==> src/hdl/rsc_map.svh <==
// constants for the reset sequencer and reset-latched mode selection
// assumes inclusion by bare name from the package and the design modules
`ifndef RSC_MAP_SVH
`define RSC_MAP_SVH

`define RSC_STRETCH_CYCLES 128
`define RSC_STRETCH_W      7
`define RSC_STRETCH_LAST   7'h7f
`define RSC_RESET_OUT_PIN_CYCLES    512
`define RSC_RESET_OUT_PIN_W         9
`define RSC_RESET_OUT_PIN_LAST      9'h1ff
`define RSC_PIN_W          7
`define RSC_PIN_EXT        6
`define RSC_PIN_GNT        5
`define RSC_PIN_CACHE_DISABLE_STRAP       4
`define RSC_PIN_TRANSLATION_DISABLE_STRAP       3
`define RSC_IPL_W          3
`define RSC_DATA_W         32
`define RSC_CTL_W          3
// reset pin bit starts asserted, so a freshly reset block cannot leave hold on stale ones
`define RSC_PIN_RST_VAL    7'h3f
`define RSC_STRENGTH_RST   3'h0
`define RSC_DATA_RST       32'h0000_0000

`endif

==> src/hdl/rsc_pkg.sv <==
// types shared by the reset sequencer modules
// assumes rsc_map.svh is on the include path
`include "rsc_map.svh"
package rsc_pkg;
    typedef enum logic [1:0] {
        RST_HOLD,
        RST_STRETCH,
        RST_WAIT_GRANT,
        RST_RUN
    } rst_state_e;

    typedef enum logic [1:0] {
        PH_IDLE,
        PH_C1,
        PH_C2,
        PH_DATA
    } cyc_phase_e;
endpackage : rsc_pkg

==> src/hdl/read_latch_if.sv <==
// carrier between the sequencer and its read data latch
// assumes both ends run on the same bus clock
`include "rsc_map.svh"
interface read_latch_if;
    logic [`RSC_DATA_W-1:0] data_pin;
    logic                   strobe_n_pin;
    logic                   dle_mode;
    logic [`RSC_DATA_W-1:0] read_data;

    modport latch (
        input  data_pin,
        input  strobe_n_pin,
        input  dle_mode,
        output read_data
    );
    modport owner (
        output data_pin,
        output strobe_n_pin,
        output dle_mode,
        input  read_data
    );
endinterface : read_latch_if

==> src/hdl/reset_and_strap_mode_control.sv <==
// reset sequencer: reset pin synchronising, reset stretch, bus release,
// software reset-out pulse and reset-latched special modes
// assumes core-side requests are on clk_i; pins are synchronised here
// Operation
// - external reset goes through two flops before use
// - memory inhibit stays asserted throughout reset
// - internal reset stretched 128 clocks after synchronised reset negates
// - in reset, bus outputs float and other outputs sit inactive
// - after release bus stays floating until grant, then reset fetch begins
// - straps sampled at reset negation select modes held until next reset
// - busy and in-progress, and transfer ack, driven negated before floating at reset
// - reset ends a bus cycle as if acknowledged, restarts exception flow
// - software reset drives reset-out 512 clocks, internal state untouched
// - external reset during reset-out resets at once and negates reset-out
// - three drive-strength groups chosen from priority lines during reset
// - cache-disable strap low selects multiplexed address/data mode
// - multiplexed: address drives in first clock only, data from second
// - translation-disable strap low selects strobe-latched read mode
// - read latch passes while strobe negated, holds while asserted
// - a clocked register captures the latch output every edge
// - mode off: latch always transparent, edge capture only
// - strobe asserted keeps data held internally while data lines move
// - selected modes stay in force until next reset
`include "rsc_map.svh"
module reset_and_strap_mode_control
    import rsc_pkg::*;
(
    input  wire logic                   clk_i,
    input  wire logic                   rst_n_i,
    input  wire logic                   clk_en_i,
    input  wire logic                   external_reset_in_n_i,
    input  wire logic                   bus_grant_n_i,
    input  wire logic                   cache_disable_strap_i,
    input  wire logic                   translation_disable_strap_i,
    input  wire logic [`RSC_IPL_W-1:0]  priority_level_inputs_i,
    input  wire logic [`RSC_DATA_W-1:0] data_lines_i,
    input  wire logic                   data_latch_strobe_n_i,
    input  wire logic                   soft_reset_req_i,
    input  wire logic                   cycle_start_i,
    input  wire logic                   cycle_write_i,
    input  wire logic                   cycle_done_i,
    input  wire logic                   bus_busy_req_i,
    input  wire logic                   transfer_in_progress_req_i,
    input  wire logic                   transfer_ack_req_i,
    output logic                        internal_reset_o,
    output logic                        memory_inhibit_n_o,
    output logic                        reset_out_pin_n_o,
    output logic                        bus_busy_n_o,
    output logic                        bus_busy_oe_o,
    output logic                        transfer_in_progress_n_o,
    output logic                        transfer_in_progress_oe_o,
    output logic                        transfer_ack_n_o,
    output logic                        transfer_ack_oe_o,
    output logic                        address_oe_o,
    output logic                        data_oe_o,
    output logic                        cycle_terminate_o,
    output logic                        reset_fetch_start_o,
    output logic                        mux_bus_mode_o,
    output logic                        dle_mode_o,
    output logic [`RSC_IPL_W-1:0]       drive_large_o,
    output logic [`RSC_DATA_W-1:0]      read_data_o
);
    logic [`RSC_PIN_W-1:0]      pin_s1_q;
    logic [`RSC_PIN_W-1:0]      pin_s2_q;
    logic                       ext_rst_seen;
    logic                       grant_seen;
    rst_state_e                 state_q;
    rst_state_e                 state_d;
    logic [`RSC_STRETCH_W-1:0]  stretch_cnt_q;
    logic [`RSC_RESET_OUT_PIN_W-1:0]     reset_out_pin_cnt_q;
    logic                       reset_out_pin_n_q;
    logic                       int_rst_q;
    logic                       mi_n_q;
    logic                       strap_take;
    logic                       leave_run;
    logic                       mux_q;
    logic                       dle_q;
    logic [`RSC_IPL_W-1:0]      large_q;
    logic [`RSC_CTL_W-1:0]      ctl_req;
    logic [`RSC_CTL_W-1:0]      ctl_oe_q;
    logic [`RSC_CTL_W-1:0]      ctl_n_q;
    cyc_phase_e                 phase_q;
    cyc_phase_e                 phase_d;
    logic                       write_q;
    logic                       addr_oe_q;
    logic                       data_oe_q;
    logic                       term_q;
    logic                       fetch_q;
    read_latch_if               rl ();

    // two-flop synchroniser on reset and straps
    always_ff @(posedge clk_i) begin
        if (!rst_n_i) begin
            pin_s1_q <= `RSC_PIN_RST_VAL;
            pin_s2_q <= `RSC_PIN_RST_VAL;
        end else if (clk_en_i) begin
            pin_s1_q <= {external_reset_in_n_i, bus_grant_n_i, cache_disable_strap_i,
                         translation_disable_strap_i, priority_level_inputs_i};
            pin_s2_q <= pin_s1_q;
        end
    end

    assign ext_rst_seen = !pin_s2_q[`RSC_PIN_EXT];
    assign grant_seen   = !pin_s2_q[`RSC_PIN_GNT];
    assign strap_take   = (state_q == RST_HOLD) && !ext_rst_seen;
    assign leave_run    = (state_q == RST_RUN) && ext_rst_seen;
    assign ctl_req      = {bus_busy_req_i, transfer_in_progress_req_i, transfer_ack_req_i};

    // reset sequence; recognised external reset wins over every other state
    always_comb begin
        state_d = state_q;
        case (state_q)
            RST_HOLD: begin
                if (!ext_rst_seen) begin
                    state_d = RST_STRETCH;
                end
            end
            RST_STRETCH: begin
                if (ext_rst_seen) begin
                    state_d = RST_HOLD;
                end else if (stretch_cnt_q == `RSC_STRETCH_LAST) begin
                    state_d = RST_WAIT_GRANT;
                end
            end
            RST_WAIT_GRANT: begin
                if (ext_rst_seen) begin
                    state_d = RST_HOLD;
                end else if (grant_seen) begin
                    state_d = RST_RUN;
                end
            end
            RST_RUN: begin
                if (ext_rst_seen) begin
                    state_d = RST_HOLD;
                end
            end
            default: state_d = RST_HOLD;
        endcase
    end

    always_ff @(posedge clk_i) begin
        if (!rst_n_i) begin
            state_q <= RST_HOLD;
        end else if (clk_en_i) begin
            state_q <= state_d;
        end
    end

    // stretch count, 128 clocks in the stretch state
    always_ff @(posedge clk_i) begin
        if (!rst_n_i) begin
            stretch_cnt_q <= '0;
        end else if (clk_en_i) begin
            if (ext_rst_seen || state_q != RST_STRETCH) begin
                stretch_cnt_q <= '0;
            end else begin
                stretch_cnt_q <= stretch_cnt_q + 1'b1;
            end
        end
    end

    // internal reset covers hold and stretch
    always_ff @(posedge clk_i) begin
        if (!rst_n_i) begin
            int_rst_q <= 1'b1;
        end else if (clk_en_i) begin
            int_rst_q <= (state_d == RST_HOLD) || (state_d == RST_STRETCH);
        end
    end

    // memory inhibit asserted in reset and until the first cycle
    always_ff @(posedge clk_i) begin
        if (!rst_n_i) begin
            mi_n_q <= 1'b0;
        end else if (clk_en_i) begin
            if (state_d != RST_RUN) begin
                mi_n_q <= 1'b0;
            end else if (cycle_start_i) begin
                mi_n_q <= 1'b1;
            end
        end
    end

    // 512-clock reset-out pulse, leaves modes untouched
    // external reset cancels the pulse at once
    // pulse count restarts on recognised reset
    always_ff @(posedge clk_i) begin
        if (!rst_n_i) begin
            reset_out_pin_n_q   <= 1'b1;
            reset_out_pin_cnt_q <= '0;
        end else if (clk_en_i) begin
            if (ext_rst_seen) begin
                reset_out_pin_n_q   <= 1'b1;
                reset_out_pin_cnt_q <= '0;
            end else if (reset_out_pin_n_q) begin
                reset_out_pin_cnt_q <= '0;
                if (soft_reset_req_i && state_q == RST_RUN) begin
                    reset_out_pin_n_q <= 1'b0;
                end
            end else if (reset_out_pin_cnt_q == `RSC_RESET_OUT_PIN_LAST) begin
                reset_out_pin_n_q <= 1'b1;
            end else begin
                reset_out_pin_cnt_q <= reset_out_pin_cnt_q + 1'b1;
            end
        end
    end

    // straps caught on the clock reset negation is seen
    // one strength bit per driver group
    // no other path writes the mode flops
    always_ff @(posedge clk_i) begin
        if (!rst_n_i) begin
            mux_q   <= 1'b0;
            dle_q   <= 1'b0;
            large_q <= `RSC_STRENGTH_RST;
        end else if (clk_en_i && strap_take) begin
            mux_q   <= !pin_s2_q[`RSC_PIN_CACHE_DISABLE_STRAP];
            dle_q   <= !pin_s2_q[`RSC_PIN_TRANSLATION_DISABLE_STRAP];
            large_q <= pin_s2_q[`RSC_IPL_W-1:0];
        end
    end

    // on reset, driven control lines go one clock negated before floating
    always_ff @(posedge clk_i) begin
        if (!rst_n_i) begin
            ctl_oe_q <= '0;
            ctl_n_q  <= '1;
        end else if (clk_en_i) begin
            if (state_d == RST_RUN) begin
                ctl_oe_q <= ctl_req;
                ctl_n_q  <= ~ctl_req;
            end else if (leave_run) begin
                ctl_oe_q <= ctl_oe_q;
                ctl_n_q  <= '1;
            end else begin
                ctl_oe_q <= '0;
                ctl_n_q  <= '1;
            end
        end
    end

    // bus cycle phases; a reset drops the cycle wherever it stands
    always_comb begin
        phase_d = phase_q;
        case (phase_q)
            PH_IDLE: begin
                if (cycle_start_i) begin
                    phase_d = PH_C1;
                end
            end
            PH_C1:   phase_d = PH_C2;
            PH_C2: begin
                phase_d = cycle_done_i ? PH_IDLE : PH_DATA;
            end
            PH_DATA: begin
                if (cycle_done_i) begin
                    phase_d = PH_IDLE;
                end
            end
            default: phase_d = PH_IDLE;
        endcase
        if (state_d != RST_RUN) begin
            phase_d = PH_IDLE;
        end
    end

    always_ff @(posedge clk_i) begin
        if (!rst_n_i) begin
            phase_q <= PH_IDLE;
            write_q <= 1'b0;
        end else if (clk_en_i) begin
            phase_q <= phase_d;
            if (phase_q == PH_IDLE && cycle_start_i) begin
                write_q <= cycle_write_i;
            end
        end
    end

    // multiplexed: address only in the first clock, data from the second
    // nothing driven until the grant moves the sequence to run
    always_ff @(posedge clk_i) begin
        if (!rst_n_i) begin
            addr_oe_q <= 1'b0;
            data_oe_q <= 1'b0;
        end else if (clk_en_i) begin
            addr_oe_q <= (phase_d == PH_C1) || (!mux_q && phase_d != PH_IDLE);
            data_oe_q <= write_q && (phase_d == PH_C2 || phase_d == PH_DATA);
        end
    end

    // reset ends an open cycle as if acknowledged
    // first cycle after grant is the reset fetch
    always_ff @(posedge clk_i) begin
        if (!rst_n_i) begin
            term_q  <= 1'b0;
            fetch_q <= 1'b0;
        end else if (clk_en_i) begin
            term_q  <= leave_run && phase_q != PH_IDLE;
            fetch_q <= state_q == RST_WAIT_GRANT && state_d == RST_RUN;
        end
    end

    assign rl.data_pin     = data_lines_i;
    assign rl.strobe_n_pin = data_latch_strobe_n_i;
    assign rl.dle_mode     = dle_q;

    read_data_latch u_rdl (
        .clk_i    (clk_i),
        .rst_n_i  (rst_n_i),
        .clk_en_i (clk_en_i),
        .lp       (rl)
    );

    // outputs, all straight from flops
    assign internal_reset_o          = int_rst_q;
    assign memory_inhibit_n_o        = mi_n_q;
    assign reset_out_pin_n_o         = reset_out_pin_n_q;
    assign bus_busy_oe_o             = ctl_oe_q[2];
    assign bus_busy_n_o              = ctl_n_q[2];
    assign transfer_in_progress_oe_o = ctl_oe_q[1];
    assign transfer_in_progress_n_o  = ctl_n_q[1];
    assign transfer_ack_oe_o         = ctl_oe_q[0];
    assign transfer_ack_n_o          = ctl_n_q[0];
    assign address_oe_o              = addr_oe_q;
    assign data_oe_o                 = data_oe_q;
    assign cycle_terminate_o         = term_q;
    assign reset_fetch_start_o       = fetch_q;
    assign mux_bus_mode_o            = mux_q;
    assign dle_mode_o                = dle_q;
    assign drive_large_o             = large_q;
    assign read_data_o               = rl.read_data;

    AST_SYNC_LAG: assert property (@(posedge clk_i) disable iff (!rst_n_i || !clk_en_i)
        $past(rst_n_i) && $past(rst_n_i, 2) && $past(clk_en_i) && $past(clk_en_i, 2) |->
        pin_s2_q[`RSC_PIN_EXT] == $past(external_reset_in_n_i, 2))
        else $error("reset pin not seen two clocks later");

    AST_MI_RESET: assert property (@(posedge clk_i) disable iff (!rst_n_i || !clk_en_i)
        int_rst_q |-> !mi_n_q)
        else $error("memory inhibit negated in reset");

    AST_STRETCH_LEN: assert property (@(posedge clk_i) disable iff (!rst_n_i || !clk_en_i)
        $fell(int_rst_q) |-> $past(stretch_cnt_q) == `RSC_STRETCH_LAST)
        else $error("internal reset released early");

    AST_FLOAT_RESET: assert property (@(posedge clk_i) disable iff (!rst_n_i || !clk_en_i)
        int_rst_q && $past(int_rst_q) |-> ctl_oe_q == '0 && !addr_oe_q && !data_oe_q)
        else $error("bus driven during reset");

    AST_WAIT_GRANT: assert property (@(posedge clk_i) disable iff (!rst_n_i || !clk_en_i)
        state_q == RST_WAIT_GRANT |-> !addr_oe_q && !data_oe_q && ctl_oe_q == '0)
        else $error("bus driven before grant");

    AST_NEGATE_FIRST: assert property (@(posedge clk_i) disable iff (!rst_n_i || !clk_en_i)
        leave_run && ctl_oe_q[2] |=> bus_busy_oe_o && bus_busy_n_o ##1 !bus_busy_oe_o)
        else $error("busy not negated before floating");

    AST_RESET_OUT_PIN_LEN: assert property (@(posedge clk_i) disable iff (!rst_n_i || !clk_en_i)
        $rose(reset_out_pin_n_q) |-> $past(reset_out_pin_cnt_q) == `RSC_RESET_OUT_PIN_LAST || $past(ext_rst_seen))
        else $error("reset-out pulse wrong length");

    AST_RESET_OUT_PIN_KILL: assert property (@(posedge clk_i) disable iff (!rst_n_i || !clk_en_i)
        ext_rst_seen |=> reset_out_pin_n_q && int_rst_q)
        else $error("reset-out not cancelled by external reset");

    AST_MODE_HOLD: assert property (@(posedge clk_i) disable iff (!rst_n_i || !clk_en_i)
        !$past(strap_take) |-> $stable(mux_q) && $stable(dle_q) && $stable(large_q))
        else $error("mode changed outside reset");

    AST_MUX_ADDR: assert property (@(posedge clk_i) disable iff (!rst_n_i || !clk_en_i)
        mux_q && phase_q == PH_C1 && state_d == RST_RUN |=> !addr_oe_q)
        else $error("address still driven in second clock");
endmodule : reset_and_strap_mode_control

==> src/hdl/read_data_latch.sv <==
// read path: strobe-held latch stage followed by a clocked capture stage
// assumes data and strobe come straight from pins, so both are synchronised here
`include "rsc_map.svh"
module read_data_latch
    import rsc_pkg::*;
(
    input  wire logic  clk_i,
    input  wire logic  rst_n_i,
    input  wire logic  clk_en_i,
    read_latch_if.latch lp
);
    logic [`RSC_DATA_W-1:0] data_s1_q;
    logic [`RSC_DATA_W-1:0] data_s2_q;
    logic                   strb_s1_q;
    logic                   strb_s2_q;
    logic [`RSC_DATA_W-1:0] hold_q;
    logic [`RSC_DATA_W-1:0] read_q;
    logic                   holding;
    logic [`RSC_DATA_W-1:0] stage_a;

    // pin synchronisers, first stage feeds only the second
    always_ff @(posedge clk_i) begin
        if (!rst_n_i) begin
            data_s1_q <= `RSC_DATA_RST;
            data_s2_q <= `RSC_DATA_RST;
            strb_s1_q <= 1'b1;
            strb_s2_q <= 1'b1;
        end else if (clk_en_i) begin
            data_s1_q <= lp.data_pin;
            data_s2_q <= data_s1_q;
            strb_s1_q <= lp.strobe_n_pin;
            strb_s2_q <= strb_s1_q;
        end
    end

    assign holding = lp.dle_mode && !strb_s2_q;
    assign stage_a = holding ? hold_q : data_s2_q;

    // flop-based stand-in for the level latch, avoids a real latch in the flow
    always_ff @(posedge clk_i) begin
        if (!rst_n_i) begin
            hold_q <= `RSC_DATA_RST;
        end else if (clk_en_i) begin
            hold_q <= stage_a;
        end
    end

    always_ff @(posedge clk_i) begin
        if (!rst_n_i) begin
            read_q <= `RSC_DATA_RST;
        end else if (clk_en_i) begin
            read_q <= stage_a;
        end
    end

    assign lp.read_data = read_q;

    AST_DLE_HOLD: assert property (@(posedge clk_i) disable iff (!rst_n_i || !clk_en_i)
        holding && $past(holding) |-> read_q == $past(read_q))
        else $error("read data changed while strobe held");

    AST_TRANSPARENT: assert property (@(posedge clk_i) disable iff (!rst_n_i || !clk_en_i)
        !$past(lp.dle_mode) |-> read_q == $past(data_s2_q))
        else $error("read data not following bus with mode off");
endmodule : read_data_latch

==> config.mk <==
export PLATFORM = sky130hd
export DESIGN_NAME = reset_and_strap_mode_control
export DESIGN_NICKNAME = d
export VERILOG_FILES = /design/src/hdl/rsc_pkg.sv /design/src/hdl/read_latch_if.sv /design/src/hdl/reset_and_strap_mode_control.sv /design/src/hdl/read_data_latch.sv
export VERILOG_INCLUDE_DIRS = /design/src /design/src/hdl
export SDC_FILE = /design/constraint.sdc
export NUM_CORES = 1
export LEC_CHECK = 0
export BUFFER_PORTS_ARGS = -buffer_cell sky130_fd_sc_hd__buf_2
export CAP_MARGIN = 30
export CORE_ASPECT_RATIO = 0.8
export CORE_UTILIZATION = 25
export CTS_BUF_LIST = sky130_fd_sc_hd__clkbuf_8
export CTS_CLUSTER_SIZE = 10
export DETAILED_ROUTE_END_ITERATION = 16
export SLEW_MARGIN = 10
export SYNTH_ARGS = -nofsm -noshare
export SYNTH_HDL_FRONTEND = slang
export SYNTH_SLANG_ARGS = --single-unit
==> constraint.sdc <==
create_clock -name clk_i -period 1.8 [get_ports clk_i]
set_input_delay 0.27 -clock clk_i [delete_from_list [all_inputs] [get_ports clk_i]]
set_output_delay 0.27 -clock clk_i [all_outputs]
set_load 0.02 [all_outputs]
==> results.json <==
{
  "tns_ns": 0,
  "cts_root_buffer": "clkbuf_8",
  "status": "complete, no violations",
  "drt_iter0_drc": 209,
  "hold_viol_final": 0,
  "ios": 100,
  "peakVddDrop_uv": 388,
  "r2r-end": "reset_out_pin_cnt_q[6]",
  "die_area_sq_um": 24000,
  "synth_edf_count": 0,
  "period_needed_ns": 1.70,
  "total_power_mw": 6.85,
  "slew_violations": 0,
  "grt-ovfl-total": 0,
  "hp-class": "primary input to flop",
  "synth-seq-cells": 151,
  "critPathMaxStageDelay_ns": 0.35,
  "hpwl_um": 8130,
  "critPathTopFamily": "simple AND/OR/NAND/NOR gates",
  "p_leak_nw": 2.99,
  "hold_depth": 3,
  "setup_viol_count_final": 0,
  "ys_async_sr_fraction_pct": 0,
  "drc": 0,
  "gp_congestion": 0.744,
  "grt_first_pass_wirelength_um": 20600,
  "min_from": "cache_disable_strap_i",
  "cp_num_buf_inv": 0,
  "synthFlopType": "dfxtp_1",
  "worst_pin_slew_ns": 0.406,
  "initial_utilization_pct": 25.8,
  "dpl_cell_area_sq_um": 6730,
  "die_x_um": 173,
  "cts.sinks": 151,
  "core-area_sq_um": 22700,
  "final_common_cell": "dfxtp_1",
  "path_cells": "and4_4, and4_4, ha_4, nand3b_1, nand4_1, xor2_1, nor2_1",
  "io_buffers": 99,
  "finClkSkew_ns": 0.00897,
  "vias_per_cell": 4.19,
  "grt_usage_pct": 10.8,
  "max_freq_mhz": 590,
  "path_clk_slew_ns": 0.09,
  "drtAntennaViolNets": 0,
  "relSlewSlack_pct": 72.8,
  "cts_max_level": 4,
  "start_kind": "flop",
  "hold_end": "pin_s1_q[4]",
  "first_pass_iters": 4,
  "power_density_nw_per_um2": 943,
  "syn_area_sq_um": 5850,
  "fin_crit_sh_pct": 94.2,
  "syn-num-nets": 642,
  "worst-r2r-cell-count": 7,
  "placedCellCount": 968,
  "grt_pass1_vias": 4022,
  "cpMaxStageDelayCell": "dfxtp_2",
  "rrSetupSlack_ns": 0.10,
  "ys_seq_area_share_pct": 51.7,
  "wl_um": 12500,
  "cp-startpoint": "reset_out_pin_cnt_q[5]",
  "n_antenna_cell": 0,
  "most-common-layout-cells": "dfxtp_1 (145), buf_2 (97), nand2_1 (96)",
  "synthCells": 589,
  "cp_max_fo": 7,
  "num_vias": 4220,
  "clk-insertion-delay-late_ns": 0.44,
  "grt_max_degree": 48,
  "synth_cell_types": 44,
  "endpoint_kind": "flop",
  "numCtsBuffers": 17,
  "fin_nets": 741,
  "syn_avg_cell_area_sq_um": 9.92,
  "routedWlPerCell_um": 12.5,
  "synth_warnings": 0,
  "rows": 49,
  "cts_max_path_buffers": 2,
  "syn2layout_area_growth_pct": 24.2,
  "antenna_found_initial": 0,
  "drive_gt1_share_pct": 23.8,
  "drv_cap": 0,
  "dieHeight_um": 139,
  "stdcell_area_sq_um": 7260,
  "cpMostUsedCell": "and4_4",
  "final_util_pct": 32.0,
  "cts_tree": "yes",
  "critPathRequiredTime_ns": 2.12,
  "critical_path_class": "flop to flop",
  "crit-reg2reg-launch": "reset_out_pin_cnt_q[5]",
  "arrival_ns": 2.02,
  "layout.cells.non_filler": 1007
}
-- cell type report --
class | instances | area [sq um]
flip-flops and latches | 151 | 3030
multi-input cells | 396 | 2670
fillers | 2383 | 15400
inverters | 4 | 15.0
repair buffers | 118 | 724
clock buffers | 18 | 248
well taps | 306 | 383
clock inverters | 14 | 189
-- repair_timing --
action / CTS / global route
endpoints found under the hold margin: 1 / 0
setup endpoints to repair: 0 / 8
setup buffers: 0 / 6
hold buffers: 1 / 0
gates resized for setup: 0 / 12
-- Yosys cell counts, drive strengths merged (4+ instances only) --
master	n	share of area, %
nor2	20	1.3
nand3	9	0.77
a21oi	6	0.51
o21ai	10	0.86
a22oi	5	0.64
inv	4	0.26
xor2	9	1.3
dfxtp	151	52
clkbuf	18	1.2
a21boi	33	4.2
mux2i	84	14
nand4	6	0.64
buf	20	1.8
nor2b	77	8.2
nand2	96	6.2
-- report_power, final --
part	internal, mW	total, mW	switching [mW]
logic	0.238	0.496	0.258
registers	3.44	3.50	0.0583
clock network	1.45	2.85	1.40
-- metal layers --
layer  up-vias  part of all wire, %  GRT usage [%]
met5         -                    0              0
met1      1955                   50           14.2
met3         9                  4.1           3.29
met2        71                   44           16.3
li1       2185                    -              -
met4         0                  1.4           4.33
-- flip-flops by register name (all words and copies together) (netlist names), 2 cells and up --
signal and cells:
ctl_n_q 3, ctl_oe_q 3, drive_large_o 3, phase_q 2, pin_s1_q 7, pin_s2_q 7, reset_out_pin_cnt_q 9, state_q 2
stretch_cnt_q 7, u_rdl.data_s1_q 32, u_rdl.data_s2_q 32, u_rdl.hold_q 32
-- through the flow --
| step | hold WS, ns | setup slack [ns] |
|---|---|---|
| 2_1_floorplan | 0.398 | 0.253 |
| 3_3_place_gp | 0.445 | 0.0850 |
| 3_5_place_dp | 0.449 | 0.0537 |
| 4_1_cts | 0.00368 | 0.0263 |
| 5_1_grt | 0.0140 | -0.00826 |
| 6_report | 0.0439 | 0.104 |
-- kinds of logic (layout without fill, tap and decap cells) --
group | after synthesis | count (layout) | share of synthesized area [%]
DFF | 151 | 151 | 51.7
and+or+nand+nor | 227 | 227 | 19.6
buffers and inverters | 42 | 154 | 3.25
AOI/OAI and AO/OA | 69 | 69 | 8.39
xor gates and xnor gates | 12 | 12 | 1.80
adders and majority gates | 3 | 3 | 0.642
muxes | 85 | 85 | 14.6
-- worst register-to-register path: cells and delay by family (launching register included) --
family	cells	cell delay [ns]
adder cells (fa/ha/maj)	1	0.13
XOR/XNOR	1	0.16
AND/OR/NAND/NOR	5	0.94
flip-flops	1	0.35
-- how the worst max path moves through the flow --
| stage | endpoint | slack, ns | cells past startpoint |
|---|---|---|---|
| finish | reset_out_pin_cnt_q[6] | 0.10 | 7 |
| global route | reset_out_pin_cnt_q[5] | -0.008 | 7 |
| CTS | reset_out_pin_cnt_q[6] | 0.03 | 7 |
| detailed placement | reset_out_pin_cnt_q[6] | 0.05 | 7 |
| global placement | reset_out_pin_cnt_q[5] | 0.09 | 7 |
| floorplan | reset_out_pin_cnt_q[5] | 0.25 | 7 |
Note: power is estimated with default switching activity, not from simulation.
